<file path="config.mk">
export PLATFORM = sky130hd
export DESIGN_NAME = rail_setpoint_slew_control
export DESIGN_NICKNAME = d
export VERILOG_FILES = /design/src/include/rail_setpoint_pkg.sv /design/src/rtl/rail_setpoint_slew_control.sv /design/src/rtl/ramp_channel.sv /design/src/rtl/blank_timer.sv
export SDC_FILE = /design/constraint.sdc
export NUM_CORES = 1
export LEC_CHECK = 0
export BUFFER_PORTS_ARGS = -buffer_cell sky130_fd_sc_hd__buf_2
export CAP_MARGIN = 25
export CORE_MARGIN = 2
export CORE_UTILIZATION = 60
export DETAILED_ROUTE_END_ITERATION = 10
export MAX_ROUTING_LAYER = met4
export PLACE_DENSITY = 0.91
export SLEW_MARGIN = 15
export SYNTH_ARGS = -nofsm -noshare
export SYNTH_HDL_FRONTEND = slang
export SYNTH_SLANG_ARGS = --single-unit
</file>
<file path="constraint.sdc">
create_clock -name clk -period 8.1 [get_ports clk]
set_input_delay 0.405 -clock clk [delete_from_list [all_inputs] [get_ports clk]]
set_output_delay 0.405 -clock clk [all_outputs]
set_load 0.01 [all_outputs]
</file>
<file path="src/include/rail_setpoint_pkg.sv">
// Shared constants for the rail set-point and ramp control block
package rail_setpoint_pkg;

    // Register subaddresses
    localparam logic [7:0] RAMP_CTRL_ADDR  = 8'h1A;  // Ramp control register
    localparam logic [7:0] AUX_VOLT_ADDR   = 8'h1B;  // Aux linear regulator voltage register

    // Reset values
    localparam logic [7:0] RAMP_CTRL_RESET = 8'h06;  // Trigger 0, bypass 0, rate 6h
    localparam logic [7:0] AUX_VOLT_RESET  = 8'h33;  // Code 33h, 2.800 V

    // Ramp control field layout
    localparam int         TRIG_BIT        = 7;      // Self-clearing transition trigger
    localparam int         BYPASS_BIT      = 6;      // Trigger bypass
    localparam int         RATE_LSB        = 0;      // Rate code low bit
    localparam int         RATE_W          = 3;      // Rate code width

    // Aux regulator field layout
    localparam int         AUX_CODE_LSB    = 0;      // Regulator code low bit
    localparam int         AUX_CODE_W      = 6;      // Regulator code width

    // Rate code meanings
    localparam logic [2:0] RATE_IMMEDIATE  = 3'h7;   // No per-step dwell
    localparam logic [2:0] RATE_FASTEST    = 3'h6;   // Shortest paced dwell

    // Default core buck code width
    localparam int         CORE_CODE_W     = 6;      // Set-point code width

    // Timing
    localparam int         CLK_FREQ_MHZ    = 200;    // System clock rate
    localparam int         STEP_MIN_NS     = 2500;   // 2.5 us dwell at rate 6h
    localparam int         STEP_MIN_CYCLES = (STEP_MIN_NS * CLK_FREQ_MHZ + 999) / 1000;
    localparam int         BLANK_TIME_MS   = 5;      // Monitor blanking after aux write
    localparam int         BLANK_CYCLES    = BLANK_TIME_MS * CLK_FREQ_MHZ * 1000;

endpackage

</file>
<file path="src/rtl/rail_setpoint_slew_control.sv">
// Ramp control and aux regulator voltage registers with core buck ramp engines
// How it works
// RL1: Trigger write ramps both core bucks to set-points
// RL2: Trigger self-clears at ramp end; zero write ignored
// RL3: Bypass set: each set-point update ramps at once
// RL4: Rate code 0h-6h: 160 us halving to 2.5 us
// RL5: Rate code 7h applies set-point with no dwell
// RL6: Dwell counted per code step, not per volt
// RL7: Aux regulator register at 0x1B, resets 0x33
// RL8: Aux register accepts only password-protected writes
// RL9: Every accepted (password-protected) aux write blanks rail monitoring 5 ms
// RL10: Six-bit aux code, upper bits read zero
// RL11: Ramp control at 0x1A, resets 0x06, fixed layout
// RL12: Pacing applies only to the two core bucks
// RL13: Advance one code per interval until target reached
`timescale 1ns/10ps
module rail_setpoint_slew_control #(
    parameter int                            CODE_W      = rail_setpoint_pkg::CORE_CODE_W,
    parameter int                            STEP_W      = 16,
    parameter int                            STEP_MIN    = rail_setpoint_pkg::STEP_MIN_CYCLES,
    parameter int                            BLANK_LEN   = rail_setpoint_pkg::BLANK_CYCLES,
    parameter logic [CODE_W-1:0]             RESET_LEVEL = '0
) (
    // Clock and reset
    input  wire logic              clk,
    input  wire logic              rst_n,
    // Register access port, fed by the serial front end
    input  wire logic              regWrEn,          // One-cycle write strobe
    input  wire logic              regRdEn,          // One-cycle read strobe
    input  wire logic [7:0]        regAddr,          // Register subaddress
    input  wire logic [7:0]        regWrData,        // Write data
    input  wire logic              regWrProtected,   // Write came via password procedure
    output logic      [7:0]        regRdData,        // Read data, one cycle after strobe
    // Core buck one set-point
    input  wire logic [CODE_W-1:0] coreBuckOneSetpoint,
    input  wire logic              coreBuckOneUpdate,
    // Core buck two set-point
    input  wire logic [CODE_W-1:0] coreBuckTwoSetpoint,
    input  wire logic              coreBuckTwoUpdate,
    // Applied core buck codes
    output logic      [CODE_W-1:0] coreBuckOneLevel,
    output logic      [CODE_W-1:0] coreBuckTwoLevel,
    output logic                   rampBusy,
    // Aux linear regulator
    output logic      [rail_setpoint_pkg::AUX_CODE_W-1:0] auxLinearRegulatorCode,
    output logic                   auxLinearRegulatorBlank
);

    localparam int NCH = 2;  // Paced core buck rails

    // Parameter sanity: the slowest dwell must fit the counter
    if (CODE_W < 1 || CODE_W > 8) begin : g_chk_code
        $error("CODE_W must lie in 1..8");
    end
    if (STEP_MIN < 1) begin : g_chk_step
        $error("STEP_MIN must be at least one cycle");
    end
    if (longint'(STEP_MIN) * 64 >= (longint'(1) << STEP_W)) begin : g_chk_width
        $error("STEP_W too narrow for the slowest dwell");
    end

    typedef struct packed {
        logic                                   trig;     // Transition trigger
        logic                                   bypass;   // Trigger bypass
        logic [rail_setpoint_pkg::RATE_W-1:0]   rate;     // Dwell rate code
        logic [rail_setpoint_pkg::AUX_CODE_W-1:0] auxCode; // Aux regulator code
        logic [7:0]                             rdData;   // Registered read data
    } regs_s;

    regs_s st_r;   // Registered state
    regs_s st_nxt; // Next state

    // Decoded accesses
    logic ctrlWrite;  // Write to ramp control
    logic auxWrite;   // Accepted write to aux register
    logic trigWrite;  // Write of one to the trigger
    logic [7:0] ctrlView;  // Ramp control as read back
    logic [7:0] auxView;   // Aux register as read back

    // Channel wiring, indexed by rail
    logic [CODE_W-1:0] chTarget [NCH];  // Present set-point per rail
    logic              chUpdate [NCH];  // Set-point update strobe per rail
    logic              chStart  [NCH];  // Ramp start per rail
    logic [CODE_W-1:0] chLevel  [NCH];  // Applied code per rail
    logic              chBusy   [NCH];  // Ramp under way per rail
    logic              anyBusy;         // Either rail ramping
    logic [STEP_W-1:0] stepCycles;      // Dwell for the present rate
    logic              immediate;       // Rate code asks for no dwell
    logic [rail_setpoint_pkg::RATE_W-1:0] rateNow;  // Rate in force this cycle

    // Address decode for writes
    always_comb begin
        ctrlWrite = regWrEn && (regAddr == rail_setpoint_pkg::RAMP_CTRL_ADDR); // RL11
        // Unprotected writes to the aux register are dropped silently
        auxWrite  = regWrEn && regWrProtected && (regAddr == rail_setpoint_pkg::AUX_VOLT_ADDR); // RL8
        trigWrite = ctrlWrite && regWrData[rail_setpoint_pkg::TRIG_BIT]; // RL1
    end

    // Read-back images; reserved bits read zero
    always_comb begin
        ctrlView = 8'h00;
        ctrlView[rail_setpoint_pkg::TRIG_BIT]   = st_r.trig; // RL11
        ctrlView[rail_setpoint_pkg::BYPASS_BIT] = st_r.bypass;
        ctrlView[rail_setpoint_pkg::RATE_LSB +: rail_setpoint_pkg::RATE_W] = st_r.rate;
        auxView  = 8'h00;
        auxView[rail_setpoint_pkg::AUX_CODE_LSB +: rail_setpoint_pkg::AUX_CODE_W] = st_r.auxCode; // RL10
    end

    // Rail inputs gathered so the engines share one loop
    always_comb begin
        chTarget[0] = coreBuckOneSetpoint;
        chTarget[1] = coreBuckTwoSetpoint;
        chUpdate[0] = coreBuckOneUpdate;
        chUpdate[1] = coreBuckTwoUpdate;
    end

    // Dwell length: fastest dwell doubled once per code below 6h
    always_comb begin
        // A rate written together with the trigger must pace the ramp it starts
        rateNow    = ctrlWrite ? regWrData[rail_setpoint_pkg::RATE_LSB +: rail_setpoint_pkg::RATE_W] : st_r.rate;
        immediate  = (rateNow == rail_setpoint_pkg::RATE_IMMEDIATE); // RL5
        stepCycles = STEP_W'(STEP_MIN) << (rail_setpoint_pkg::RATE_FASTEST - rateNow); // RL4
        if (immediate) begin
            // Shift would wrap; the dwell is unused anyway
            stepCycles = STEP_W'(STEP_MIN);
        end
    end

    // One ramp engine per core buck; other rails never pass through here
    for (genvar i = 0; i < NCH; i++) begin : g_ch
        // Trigger moves both rails; bypass lets an update move its own rail
        assign chStart[i] = trigWrite || (st_r.bypass && chUpdate[i]); // RL3

        ramp_channel #(
            .CODE_W      (CODE_W),
            .STEP_W      (STEP_W),
            .RESET_LEVEL (RESET_LEVEL)
        ) u_ramp (
            .clk        (clk),
            .rst_n      (rst_n),
            .start      (chStart[i]), // RL12
            .target     (chTarget[i]),
            .stepCycles (stepCycles),
            .immediate  (immediate),
            .level      (chLevel[i]),
            .busy       (chBusy[i])
        );
    end

    assign anyBusy = chBusy[0] || chBusy[1];

    // Register update and registered read path
    always_comb begin
        st_nxt = st_r;
        // Ramp control fields
        if (ctrlWrite) begin
            st_nxt.bypass = regWrData[rail_setpoint_pkg::BYPASS_BIT]; // RL3
            st_nxt.rate   = regWrData[rail_setpoint_pkg::RATE_LSB +: rail_setpoint_pkg::RATE_W]; // RL4
        end
        // Trigger: a fresh write of one beats the completion clear
        if (trigWrite) begin
            st_nxt.trig = 1'b1; // RL1
        end else if (st_r.trig && !anyBusy) begin
            // Engines already took the start, so idle means finished
            st_nxt.trig = 1'b0; // RL2
        end
        // Aux regulator code, applied without pacing
        if (auxWrite) begin
            st_nxt.auxCode = regWrData[rail_setpoint_pkg::AUX_CODE_LSB +: rail_setpoint_pkg::AUX_CODE_W]; // RL12
        end
        // Read data holds until the next read strobe
        if (regRdEn) begin
            case (regAddr)
                rail_setpoint_pkg::RAMP_CTRL_ADDR: st_nxt.rdData = ctrlView;
                rail_setpoint_pkg::AUX_VOLT_ADDR:  st_nxt.rdData = auxView; // RL7
                default:                           st_nxt.rdData = 8'h00;
            endcase
        end
    end

    // State register; reset loads the documented register images
    always_ff @(posedge clk or negedge rst_n) begin
        if (!rst_n) begin
            st_r.trig    <= rail_setpoint_pkg::RAMP_CTRL_RESET[rail_setpoint_pkg::TRIG_BIT]; // RL11
            st_r.bypass  <= rail_setpoint_pkg::RAMP_CTRL_RESET[rail_setpoint_pkg::BYPASS_BIT]; // RL3
            st_r.rate    <= rail_setpoint_pkg::RAMP_CTRL_RESET[rail_setpoint_pkg::RATE_LSB +:
                                                               rail_setpoint_pkg::RATE_W]; // RL4
            st_r.auxCode <= rail_setpoint_pkg::AUX_VOLT_RESET[rail_setpoint_pkg::AUX_CODE_LSB +:
                                                              rail_setpoint_pkg::AUX_CODE_W]; // RL7
            st_r.rdData  <= 8'h00;
        end else begin
            st_r <= st_nxt;
        end
    end

    // Monitor blanking, restarted by each accepted aux write
    blank_timer #(
        .CYCLES (BLANK_LEN)
    ) u_blank (
        .clk   (clk),
        .rst_n (rst_n),
        .load  (auxWrite), // RL9
        .blank (auxLinearRegulatorBlank)
    );

    // Outputs
    assign regRdData              = st_r.rdData;
    assign coreBuckOneLevel       = chLevel[0];
    assign coreBuckTwoLevel       = chLevel[1];
    assign rampBusy               = anyBusy;
    assign auxLinearRegulatorCode = st_r.auxCode; // RL10

endmodule

</file>
<file path="src/rtl/ramp_channel.sv">
// One core buck set-point ramp engine
`timescale 1ns/10ps
module ramp_channel #(
    parameter int                CODE_W      = 6,   // Set-point code width
    parameter int                STEP_W      = 16,  // Dwell counter width
    parameter logic [CODE_W-1:0] RESET_LEVEL = '0   // Applied code after reset
) (
    // Clock and reset
    input  wire logic              clk,
    input  wire logic              rst_n,
    // Ramp request
    input  wire logic              start,       // Latch target, begin ramp
    input  wire logic [CODE_W-1:0] target,      // Requested set-point code
    input  wire logic [STEP_W-1:0] stepCycles,  // Dwell per code step
    input  wire logic              immediate,   // Apply target with no dwell
    // Result
    output logic      [CODE_W-1:0] level,       // Applied set-point code
    output logic                   busy         // Ramp under way
);

    typedef enum logic {IDLE, RAMP} ramp_e;

    typedef struct packed {
        ramp_e             state;   // Engine state
        logic [CODE_W-1:0] goal;    // Latched target
        logic [CODE_W-1:0] level;   // Present applied code
        logic [STEP_W-1:0] cnt;     // Remaining dwell cycles
    } chan_s;

    chan_s st_r;   // Registered state
    chan_s st_nxt; // Next state

    // Step toward the goal once the dwell expires
    always_comb begin
        st_nxt = st_r;
        case (st_r.state)
            IDLE: begin
                // Nothing to do until a request
            end
            RAMP: begin
                if (immediate) begin
                    st_nxt.level = st_r.goal; // RL5
                    st_nxt.state = IDLE;
                end else if (st_r.cnt != '0) begin
                    st_nxt.cnt = st_r.cnt - 1'b1;
                end else begin
                    // One code per expired interval
                    if (st_r.level < st_r.goal) begin
                        st_nxt.level = st_r.level + 1'b1; // RL13
                    end else if (st_r.level > st_r.goal) begin
                        st_nxt.level = st_r.level - 1'b1; // RL13
                    end
                    st_nxt.cnt = stepCycles - 1'b1; // RL6
                    if (st_nxt.level == st_r.goal) begin
                        st_nxt.state = IDLE; // RL13
                    end
                end
            end
            default: begin
                st_nxt.state = IDLE;
            end
        endcase
        // A new request retargets and restarts the dwell
        if (start) begin
            st_nxt.goal = target; // RL1
            st_nxt.cnt  = stepCycles - 1'b1; // RL4
            if (immediate) begin
                st_nxt.level = target; // RL5
                st_nxt.state = IDLE;
            end else if (target == st_nxt.level) begin
                st_nxt.state = IDLE;
            end else begin
                st_nxt.state = RAMP;
            end
        end
    end

    // State register
    always_ff @(posedge clk or negedge rst_n) begin
        if (!rst_n) begin
            st_r <= '{state: IDLE, goal: RESET_LEVEL, level: RESET_LEVEL, cnt: '0};
        end else begin
            st_r <= st_nxt;
        end
    end

    assign level = st_r.level;
    assign busy  = (st_r.state == RAMP);

endmodule

</file>
<file path="src/rtl/blank_timer.sv">
// Retriggerable monitor blanking timer
`timescale 1ns/10ps
module blank_timer #(
    parameter int CYCLES = 1000000  // Blanking length in clock cycles
) (
    // Clock and reset
    input  wire logic clk,
    input  wire logic rst_n,
    // Control
    input  wire logic load,   // Restart the blanking window
    // Result
    output logic      blank   // Monitoring blanked
);

    localparam int W = $clog2(CYCLES + 1);  // Counter width

    if (CYCLES < 1) begin : g_chk
        $error("blank_timer needs CYCLES of one or more");
    end

    typedef struct packed {
        logic [W-1:0] cnt;    // Cycles left
        logic         blank;  // Registered blank flag
    } blank_s;

    blank_s st_r;   // Registered state
    blank_s st_nxt; // Next state

    // Reload on every write, else count down to zero
    always_comb begin
        st_nxt = st_r;
        if (load) begin
            st_nxt.cnt = W'(CYCLES);
        end else if (st_r.cnt != '0) begin
            st_nxt.cnt = st_r.cnt - 1'b1;
        end
        st_nxt.blank = (st_nxt.cnt != '0);
    end

    // State register
    always_ff @(posedge clk or negedge rst_n) begin
        if (!rst_n) begin
            st_r <= '0;
        end else begin
            st_r <= st_nxt;
        end
    end

    assign blank = st_r.blank;

endmodule

</file>
==> reports/metrics.cfg, run 1 <==
[routing]
postRouteAntennaNets = 0
drc = 0
drt_iter0_markers = 912
first_pass_iters = 6
wl_per_cell_um = 17.6
vias = 7034
viasPerCell = 6.54
drt-total-wl_mm = 18.9

[timing]
slew_violations = 0
skew_ns = 0.00893
fin_crit_sh_pct = 54.0
setup_tns_ns = 0
tightest_slew_ns = 0.970
fin_crit_ns = 4.37
setup_viol = 0
timing.fmax_ghz = 0.229
finalHoldViolCount = 0
rsz0062_at_grt = false
setup_ws_ns = 3.73
slew-limit-headroom_pct = 34.8

[clock_tree]
cts_resized = 0
cts-buffers-inserted = 9
cts.sinks = 98
cts_tree = done
clk_pin_slew_ns = 0.07
root_buffer = clkbuf_16
clk_latency_ns = 0.36
cts_buffer_depth = 2
cts_setup_buffers = 0
htree_levels = 3
cts_hold_buf = 1

[logic_synthesis]
syn_nets = 958
ys_types = 77
postSynthCellCount = 893
ys.flop_type = dfrtp_1
yosysSeqAreaShare_pct = 33.9
async_flop_share_pct = 100
ys_ff_latch = 98
synth_edf_count = 0
yosys_warnings = 0
synth_area_um2 = 7250
syn_area_per_cell_um2 = 8.12

[floorplan]
dieHeight_um = 114
core_area_um2 = 11900
die_area_um2 = 13000
ios = 63
dieWidth_um = 114
initial_utilization_pct = 60.9
row_count = 40

[final_layout]
nFillCells = 945
multiInputGateArea_um2 = 4360
area_delta_synth_final_pct = 8.42
fin_nets = 988
layout_commonest_cell = nand2_1
most-common-layout-cells = nand2_1 (105), dfrtp_1 (92), nor2_1 (89), buf_2 (61), o21ai_0 (53)
regArea_um2 = 2460
diodes = 0
layout-drive-gt1-share_pct = 12.4

[global_routing]
antenna_found_initial = 0
met2_usage_pct = 48.3
met1_usage_pct = 38.8
grt_pass1_wl_mm = 31.2
use_met3_pct = 4.99
gr-max-usage-layer = met2
grt_start_max_net_pins = 69
grt_overflow_total = 0
first_global_vias = 6503
track_usage_pct = 30.5

[status]
status = completed

[worst_setup_path]
crit_path_max_fanout = 28
arrival_ns = 4.61
critPathKind = input pin to register
cp_data_required_time_ns = 8.34
startpoint_type = input pin
cp-end-kind = register

[placed_design]
pre_cts_slack_ns = 3.43
gp_congestion = 0.975
io_buffers = 62
hpwl_mm = 13.4

[power]
p_leak_nw = 3.22
vdd_drop_max_v = 0.000197
power_density_nw_per_um2 = 222

[job]
maxCapViolCount = 0

[min_path]
worst_hold_path_type = input pin to register

-- registers in the layout (all words and copies together), names as in the netlist --
signal,count
u_blank.blank,1
regRdData,8
g_ch.u_ramp.st_r,44
g_ch.u_ramp.busy,2
u_blank.st_r,20
ctrlView,5
auxLinearRegulatorCode,6
g_ch.u_ramp.level,12
-- cell usage after synthesis (all sizes together), types with 4 or more instances --
| master | instances | area share, % |
|---|---|---|
| a211o | 4 | 0.48 |
| a211oi | 10 | 1.0 |
| a21oi | 43 | 3.0 |
| a22o | 5 | 0.60 |
| a22oi | 10 | 1.1 |
| a31oi | 11 | 0.95 |
| and2 | 4 | 0.35 |
| and3 | 9 | 0.78 |
| and4 | 6 | 0.73 |
| buf | 17 | 1.6 |
| clkbuf | 33 | 1.7 |
| dfrtp | 92 | 32 |
| dfstp | 6 | 2.2 |
| ha | 30 | 5.2 |
| inv | 50 | 2.6 |
| mux2 | 9 | 1.4 |
| mux2i | 6 | 0.83 |
| nand2 | 105 | 5.4 |
| nand2b | 12 | 1.1 |
| nand3 | 30 | 2.1 |
| nand3b | 4 | 0.41 |
| nand4 | 17 | 1.6 |
| nor2 | 89 | 4.6 |
| nor2b | 4 | 0.35 |
| nor3 | 30 | 2.2 |
| nor4 | 20 | 2.0 |
| nor4b | 6 | 1.0 |
| o211ai | 9 | 0.93 |
| o21ai | 71 | 4.9 |
| o22ai | 12 | 1.0 |
| o31a | 4 | 0.48 |
| o31ai | 5 | 0.52 |
| o32ai | 4 | 0.48 |
| or2 | 6 | 0.52 |
| or3 | 9 | 0.78 |
| or4 | 8 | 0.83 |
| xnor2 | 36 | 4.4 |
| xor2 | 21 | 2.5 |
-- per-stage QoR --
| step | cells | hold WS [ns] | cell area (µm²) | util (%) | power, mW |
|---|---|---|---|---|---|
| floorplan | 893 | 0.109 | 7250 | - | 1.15 |
| detailed placement | 1057 | 0.361 | 7550 | 63.4 | 1.30 |
| global placement | 1057 | 0.356 | 7550 | 63.4 | 1.28 |
| global route | 1075 | 0.237 | 7860 | 66.0 | 1.85 |
| finish | 1075 | 0.225 | 7860 | 66.0 | 1.74 |
| CTS | 1074 | 0.223 | 7850 | 65.9 | 1.73 |
-- layer usage --
metal	share of wire, %	up-vias
met2	47	344
met5	0	-
met1	42	3330
met4	3.8	0
met3	6.9	79
li1	-	3281
-- logic make-up after synthesis --
group / Yosys count / share of synthesized area, %
flops: 98 / 33.9
buf+inv: 100 / 5.85
compound gates: 224 / 20.0
fa+ha+maj: 30 / 5.18
xor+xnor: 57 / 6.89
mux: 15 / 2.23
simple gates: 369 / 25.9
-- critical path, stage by stage --
cell and delay, ns:
buf_2 0.10, or3b_1 0.47, nor3_4 0.42, mux2_2 0.46, ha_1 0.23, ha_1 0.20, buf_4 0.23, inv_1 0.53
nand2_1 0.41, or4_1 0.55, nand3b_1 0.13, xor2_1 0.08, nor4_1 0.26, a31oi_1 0.13
-- final timing paths --
kind / startpoint / endpoint / slack (ns) / depth (start not counted)
hold reg to reg: auxLinearRegulatorCode[5] / auxLinearRegulatorCode[5] / 0.49 / 2
hold / removal: regWrData[3] / auxLinearRegulatorCode[3] / 0.23 / 3
min in group asynchronous: rst_n / u_blank.st_r[6] / 0.51 / 2
setup reg to reg: ctrlView[0] / g_ch[1].u_ramp.busy / 4.30 / 12
setup / recovery: regAddr[7] / g_ch[1].u_ramp.busy / 3.73 / 14
max in group asynchronous: rst_n / g_ch[0].u_ramp.st_r[15] / 6.39 / 3
-- report_power, final --
group	switching (mW)	internal [mW]	total, mW	leakage (nW)
clock network	0.214	0.217	0.431	0.142
registers	0.154	0.605	0.760	1.12
logic	0.319	0.233	0.551	1.96
-- cell type report --
cell class	instances	share of cell area (%)
clock buffer	9	2.87
clock inverter	7	0.892
inverter	50	2.39
multi-input combinational	695	55.5
sequential	98	31.3
tap	147	2.34
timing repair buffer	69	4.68
No activity file was read; power rests on OpenSTA's default activity.
==> run 2, diff against run 1 <==
--- a/config.mk
+++ b/config.mk
@@ -5,13 +5,14 @@
 export SDC_FILE = /design/constraint.sdc
 export NUM_CORES = 1
 export LEC_CHECK = 0
+export ABC_AREA = 1
 export BUFFER_PORTS_ARGS = -buffer_cell sky130_fd_sc_hd__buf_2
 export CAP_MARGIN = 25
 export CORE_MARGIN = 2
-export CORE_UTILIZATION = 60
+export CORE_UTILIZATION = 55
 export DETAILED_ROUTE_END_ITERATION = 10
 export MAX_ROUTING_LAYER = met4
-export PLACE_DENSITY = 0.91
+export PLACE_DENSITY = 0.88
 export SLEW_MARGIN = 15
 export SYNTH_ARGS = -nofsm -noshare
 export SYNTH_HDL_FRONTEND = slang
==> constraint.sdc (replaced) <==
create_clock -name clk -period 3.71 [get_ports clk]
set_input_delay 0.1855 -clock clk [delete_from_list [all_inputs] [get_ports clk]]
set_output_delay 0.1855 -clock clk [all_outputs]
set_load 0.01 [all_outputs]
==> reports/metrics.cfg, run 2 <==
[clock_tree]
clk_pin_slew_ns = 0.07  ; about the same
cts.sinks = 98  ; unchanged
cts_tree = done  ; unchanged
cts_setup_buffers = 0  ; unchanged
cts_hold_buf = 1  ; unchanged
cts-buffers-inserted = 9  ; unchanged
clk_latency_ns = 0.37  ; was 0.36 ns
cts_resized = 0  ; unchanged
htree_levels = 3  ; unchanged
root_buffer = clkbuf_16  ; unchanged
cts_buffer_depth = 2  ; unchanged

[logic_synthesis]
postSynthCellCount = 1095  ; was 893
synthTopCellsByCount = nand2_1 (308), inv_1 (142), nor2_1 (99), dfrtp_1 (92), nand3_1 (88)  ; was nand2_1 (105), dfrtp_1 (92), nor2_1 (89), o21ai_0 (53), inv_1 (48)
synth_edf_count = 0  ; unchanged
ys_ff_latch = 98  ; unchanged
yosys_warnings = 0  ; unchanged
synth_area_um2 = 7480  ; was 7250 µm²
ys_types = 49  ; was 77
ys.flop_type = dfrtp_1  ; unchanged
yosys-top-cells-area = dfrtp_1 (31%), nand2_1 (15%), inv_1 (7.1%)  ; was dfrtp_1 (32%), nand2_1 (5.4%), ha_1 (5.2%)
async_flop_share_pct = 100  ; unchanged
syn_nets = 1160  ; was 958
yosysMostFrequentCell = nand2_1  ; unchanged
synth_top_area_share_pct = 30.8  ; was 31.8%
synth_area_leader_cell = dfrtp_1  ; unchanged
syn_area_per_cell_um2 = 6.83  ; was 8.12 µm²
yosysSeqAreaShare_pct = 32.9  ; was 33.9%

[floorplan]
core_area_um2 = 13200  ; was 11900 µm²
ios = 63  ; unchanged
dieWidth_um = 121  ; was 114 µm
row_count = 42  ; was 40
dieHeight_um = 121  ; was 114 µm
initial_utilization_pct = 56.5  ; was 60.9%
die_area_um2 = 14600  ; was 13000 µm²

[worst_setup_path]
slowest_stage = nor2_1  ; was or4_1
arrival_ns = 3.55  ; was 4.61 ns
cp-end-kind = register  ; unchanged
crit_path_max_fanout = 15  ; was 28
path_cells = buf_2 > nor4_4 > nand3_2 > nand2_1 > nand2_4 > inv_1 > ha_1 > ha_1 > nor2_1 > nor2_1 > inv_1 > o21ai_0 > inv_1 > a22oi_2  ; was buf_2 > or3b_1 > nor3_4 > mux2_2 > ha_1 > ha_1 > buf_4 > inv_1 > nand2_1 > or4_1 > nand3b_1 > xor2_1 > nor4_1 > a31oi_1
rrSetupSlack_ns = 0.64  ; was 4.30 ns
startpoint_type = input pin  ; unchanged
startpoint = regAddr[0]  ; was regAddr[7]
critPathKind = input pin to register  ; unchanged
critical_path_depth = 14  ; unchanged
cp_data_required_time_ns = 3.99  ; was 8.34 ns
r2r_cells = 10  ; was 12
cp_top_family = simple AND/OR/NAND/NOR gates  ; unchanged
critPathBufInv = 4  ; was 3
cpPeakStageDelay_ns = 0.71  ; was 0.55 ns
crit_end = g_ch[1].u_ramp.st_r[6]  ; was g_ch[1].u_ramp.busy
r2r_end = g_ch[1].u_ramp.st_r[6]  ; was g_ch[1].u_ramp.busy
r2r-start = ctrlView[1]  ; was ctrlView[0]
crit_path_frequent_cell = inv_1  ; was ha_1

[routing]
wl_per_cell_um = 13.6  ; was 17.6 µm
vias = 7246  ; was 7034
drt_iter0_markers = 617  ; was 912
first_pass_iters = 6  ; unchanged
postRouteAntennaNets = 0  ; unchanged
viasPerCell = 5.46  ; was 6.54
drt-total-wl_mm = 18.0  ; was 18.9 mm
drc = 0  ; unchanged

[final_layout]
top_register = g_ch.u_ramp.st_r  ; unchanged
layout-drive-gt1-share_pct = 12.2  ; was 12.4%
most-common-layout-cells = nand2_1 (308), inv_1 (142), nor2_1 (99), dfrtp_1 (92), nand3_1 (88)  ; was nand2_1 (105), dfrtp_1 (92), nor2_1 (89), buf_2 (61), o21ai_0 (53)
area_delta_synth_final_pct = 9.36  ; was 8.42%
diodes = 0  ; unchanged
layout_commonest_cell = nand2_1  ; unchanged
design_area_um2 = 8180  ; was 7860 µm²
largest_reg_flops = 44  ; unchanged
nFillCells = 1221  ; was 945
fin_nets = 1210  ; was 988

[timing]
fin_crit_ns = 3.26
rsz0062_at_grt = false  ; unchanged
skew_ns = 0.00989  ; was 0.00893 ns
setup_viol = 0  ; unchanged
fin_crit_sh_pct = 88.0
tightest_slew_ns = 0.911  ; was 0.970 ns
timing.fmax_ghz = 0.306
slew-limit-headroom_pct = 39.0  ; was 34.8%
slew_violations = 0  ; unchanged
setup_tns_ns = 0  ; unchanged
finalHoldViolCount = 0  ; unchanged

[power]
p_leak_nw = 4.26  ; was 3.22 nW
vdd_drop_max_v = 0.000286  ; was 0.000197 V
power_density_nw_per_um2 = 481  ; was 222 nW/µm²

[placed_design]
hpwl_mm = 13.4  ; about the same
place_area_um2 = 7890  ; was 7550 µm²
gp_congestion = 0.982  ; was 0.975
io_buffers = 62  ; unchanged

[global_routing]
track_usage_pct = 27.0  ; was 30.5%
grt_pass1_wl_mm = 30.9  ; was 31.2 mm
grt_overflow_total = 0  ; unchanged
antenna_found_initial = 0  ; unchanged
grt_start_max_net_pins = 47  ; was 69
first_global_vias = 6840  ; was 6503

[status]
status = completed  ; unchanged

[job]
maxCapViolCount = 0  ; unchanged

[min_path]
worst_hold_path_type = input pin to register  ; unchanged

## run 2: changes by cell type after synthesis, sizes merged, moves of 15 or more
cell / before / now
nor4: 20 / 5
nand2: 105 / 319
xnor2: 36 / 6
inv: 50 / 152
nand3: 30 / 93
nor2: 89 / 111
clkbuf: 33 / 6
## run 2: report_power, final
group / internal (mW) / switching [mW]
Clock: 0.477 / 0.433
Sequential: 1.25 / 0.228
Combinational: 0.563 / 0.987
Total: 2.29 / 1.65
## run 2: kinds of logic (layout without fill, tap and decap cells)
logic type                 Yosys count  in the layout  share of synthesized area [%]
AOI/OAI and AO/OA                  160            160                           12.2
buffers and inverters              188            243                           10.6
and+or+nand+nor                    579            579                           34.6
xor gates and xnor gates            40             40                           4.68
DFF                                 98             98                           32.9
adders and majority gates           30             30                           5.02
## run 2: final cells by class
type	count	area, µm²	share of cell area, %
multi-input combinational	809	4230	51.7
sequential	98	2460	30.1
inverter	156	592	7.23
timing repair buffer	71	403	4.92
clock buffer	11	243	2.97
tap	176	220	2.69
clock inverter	5	38.8	0.474
## run 2: metrics by stage
stage	setup WS, ns	hold slack, ns	instances	utilization (%)	power [mW]
detailed placement	0.184	0.196	1309	59.6	3.02
floorplan	0.590	-0.110	1095	-	2.68
global route	0.115	0.0578	1326	61.8	4.28
finish	0.446	0.0340	1326	61.8	3.94
global placement	0.323	0.391	1308	59.4	2.96
CTS	0.473	0.0258	1326	61.8	3.94
## run 2: how the worst min path moves through the flow
stage | startpoint | end | slack, ns | cells past startpoint
after global routing | regWrData[3] | auxLinearRegulatorCode[3] | 0.06 | 3
final | regWrData[3] | auxLinearRegulatorCode[3] | 0.03 | 3
after detailed placement | rst_n | g_ch[0].u_ramp.st_r[24] | 0.20 | 1
after global placement | regWrData[3] | auxLinearRegulatorCode[3] | 0.39 | 3
after CTS | regWrData[3] | auxLinearRegulatorCode[3] | 0.03 | 3
after floorplan | rst_n | auxLinearRegulatorCode[2] | -0.11 | 0
## run 2: worst reg2reg max path, delay by kind of cell (launching register included)
family | cells | cell delay (ns)
compound gates | 2 | 0.34
fa+ha+maj | 2 | 0.52
buf+inv | 2 | 0.55
flops | 1 | 0.53
simple gates | 4 | 1.05
## run 2: per-layer routing
layer / vias to the layer above / share of wire, % / global-route usage [%]
met5: - / 0 / -
met4: 0 / 1.7 / 8.43
met3: 30 / 7.2 / 5.14
met2: 269 / 45 / 43.2
met1: 3312 / 46 / 34.8
li1: 3635 / - / -
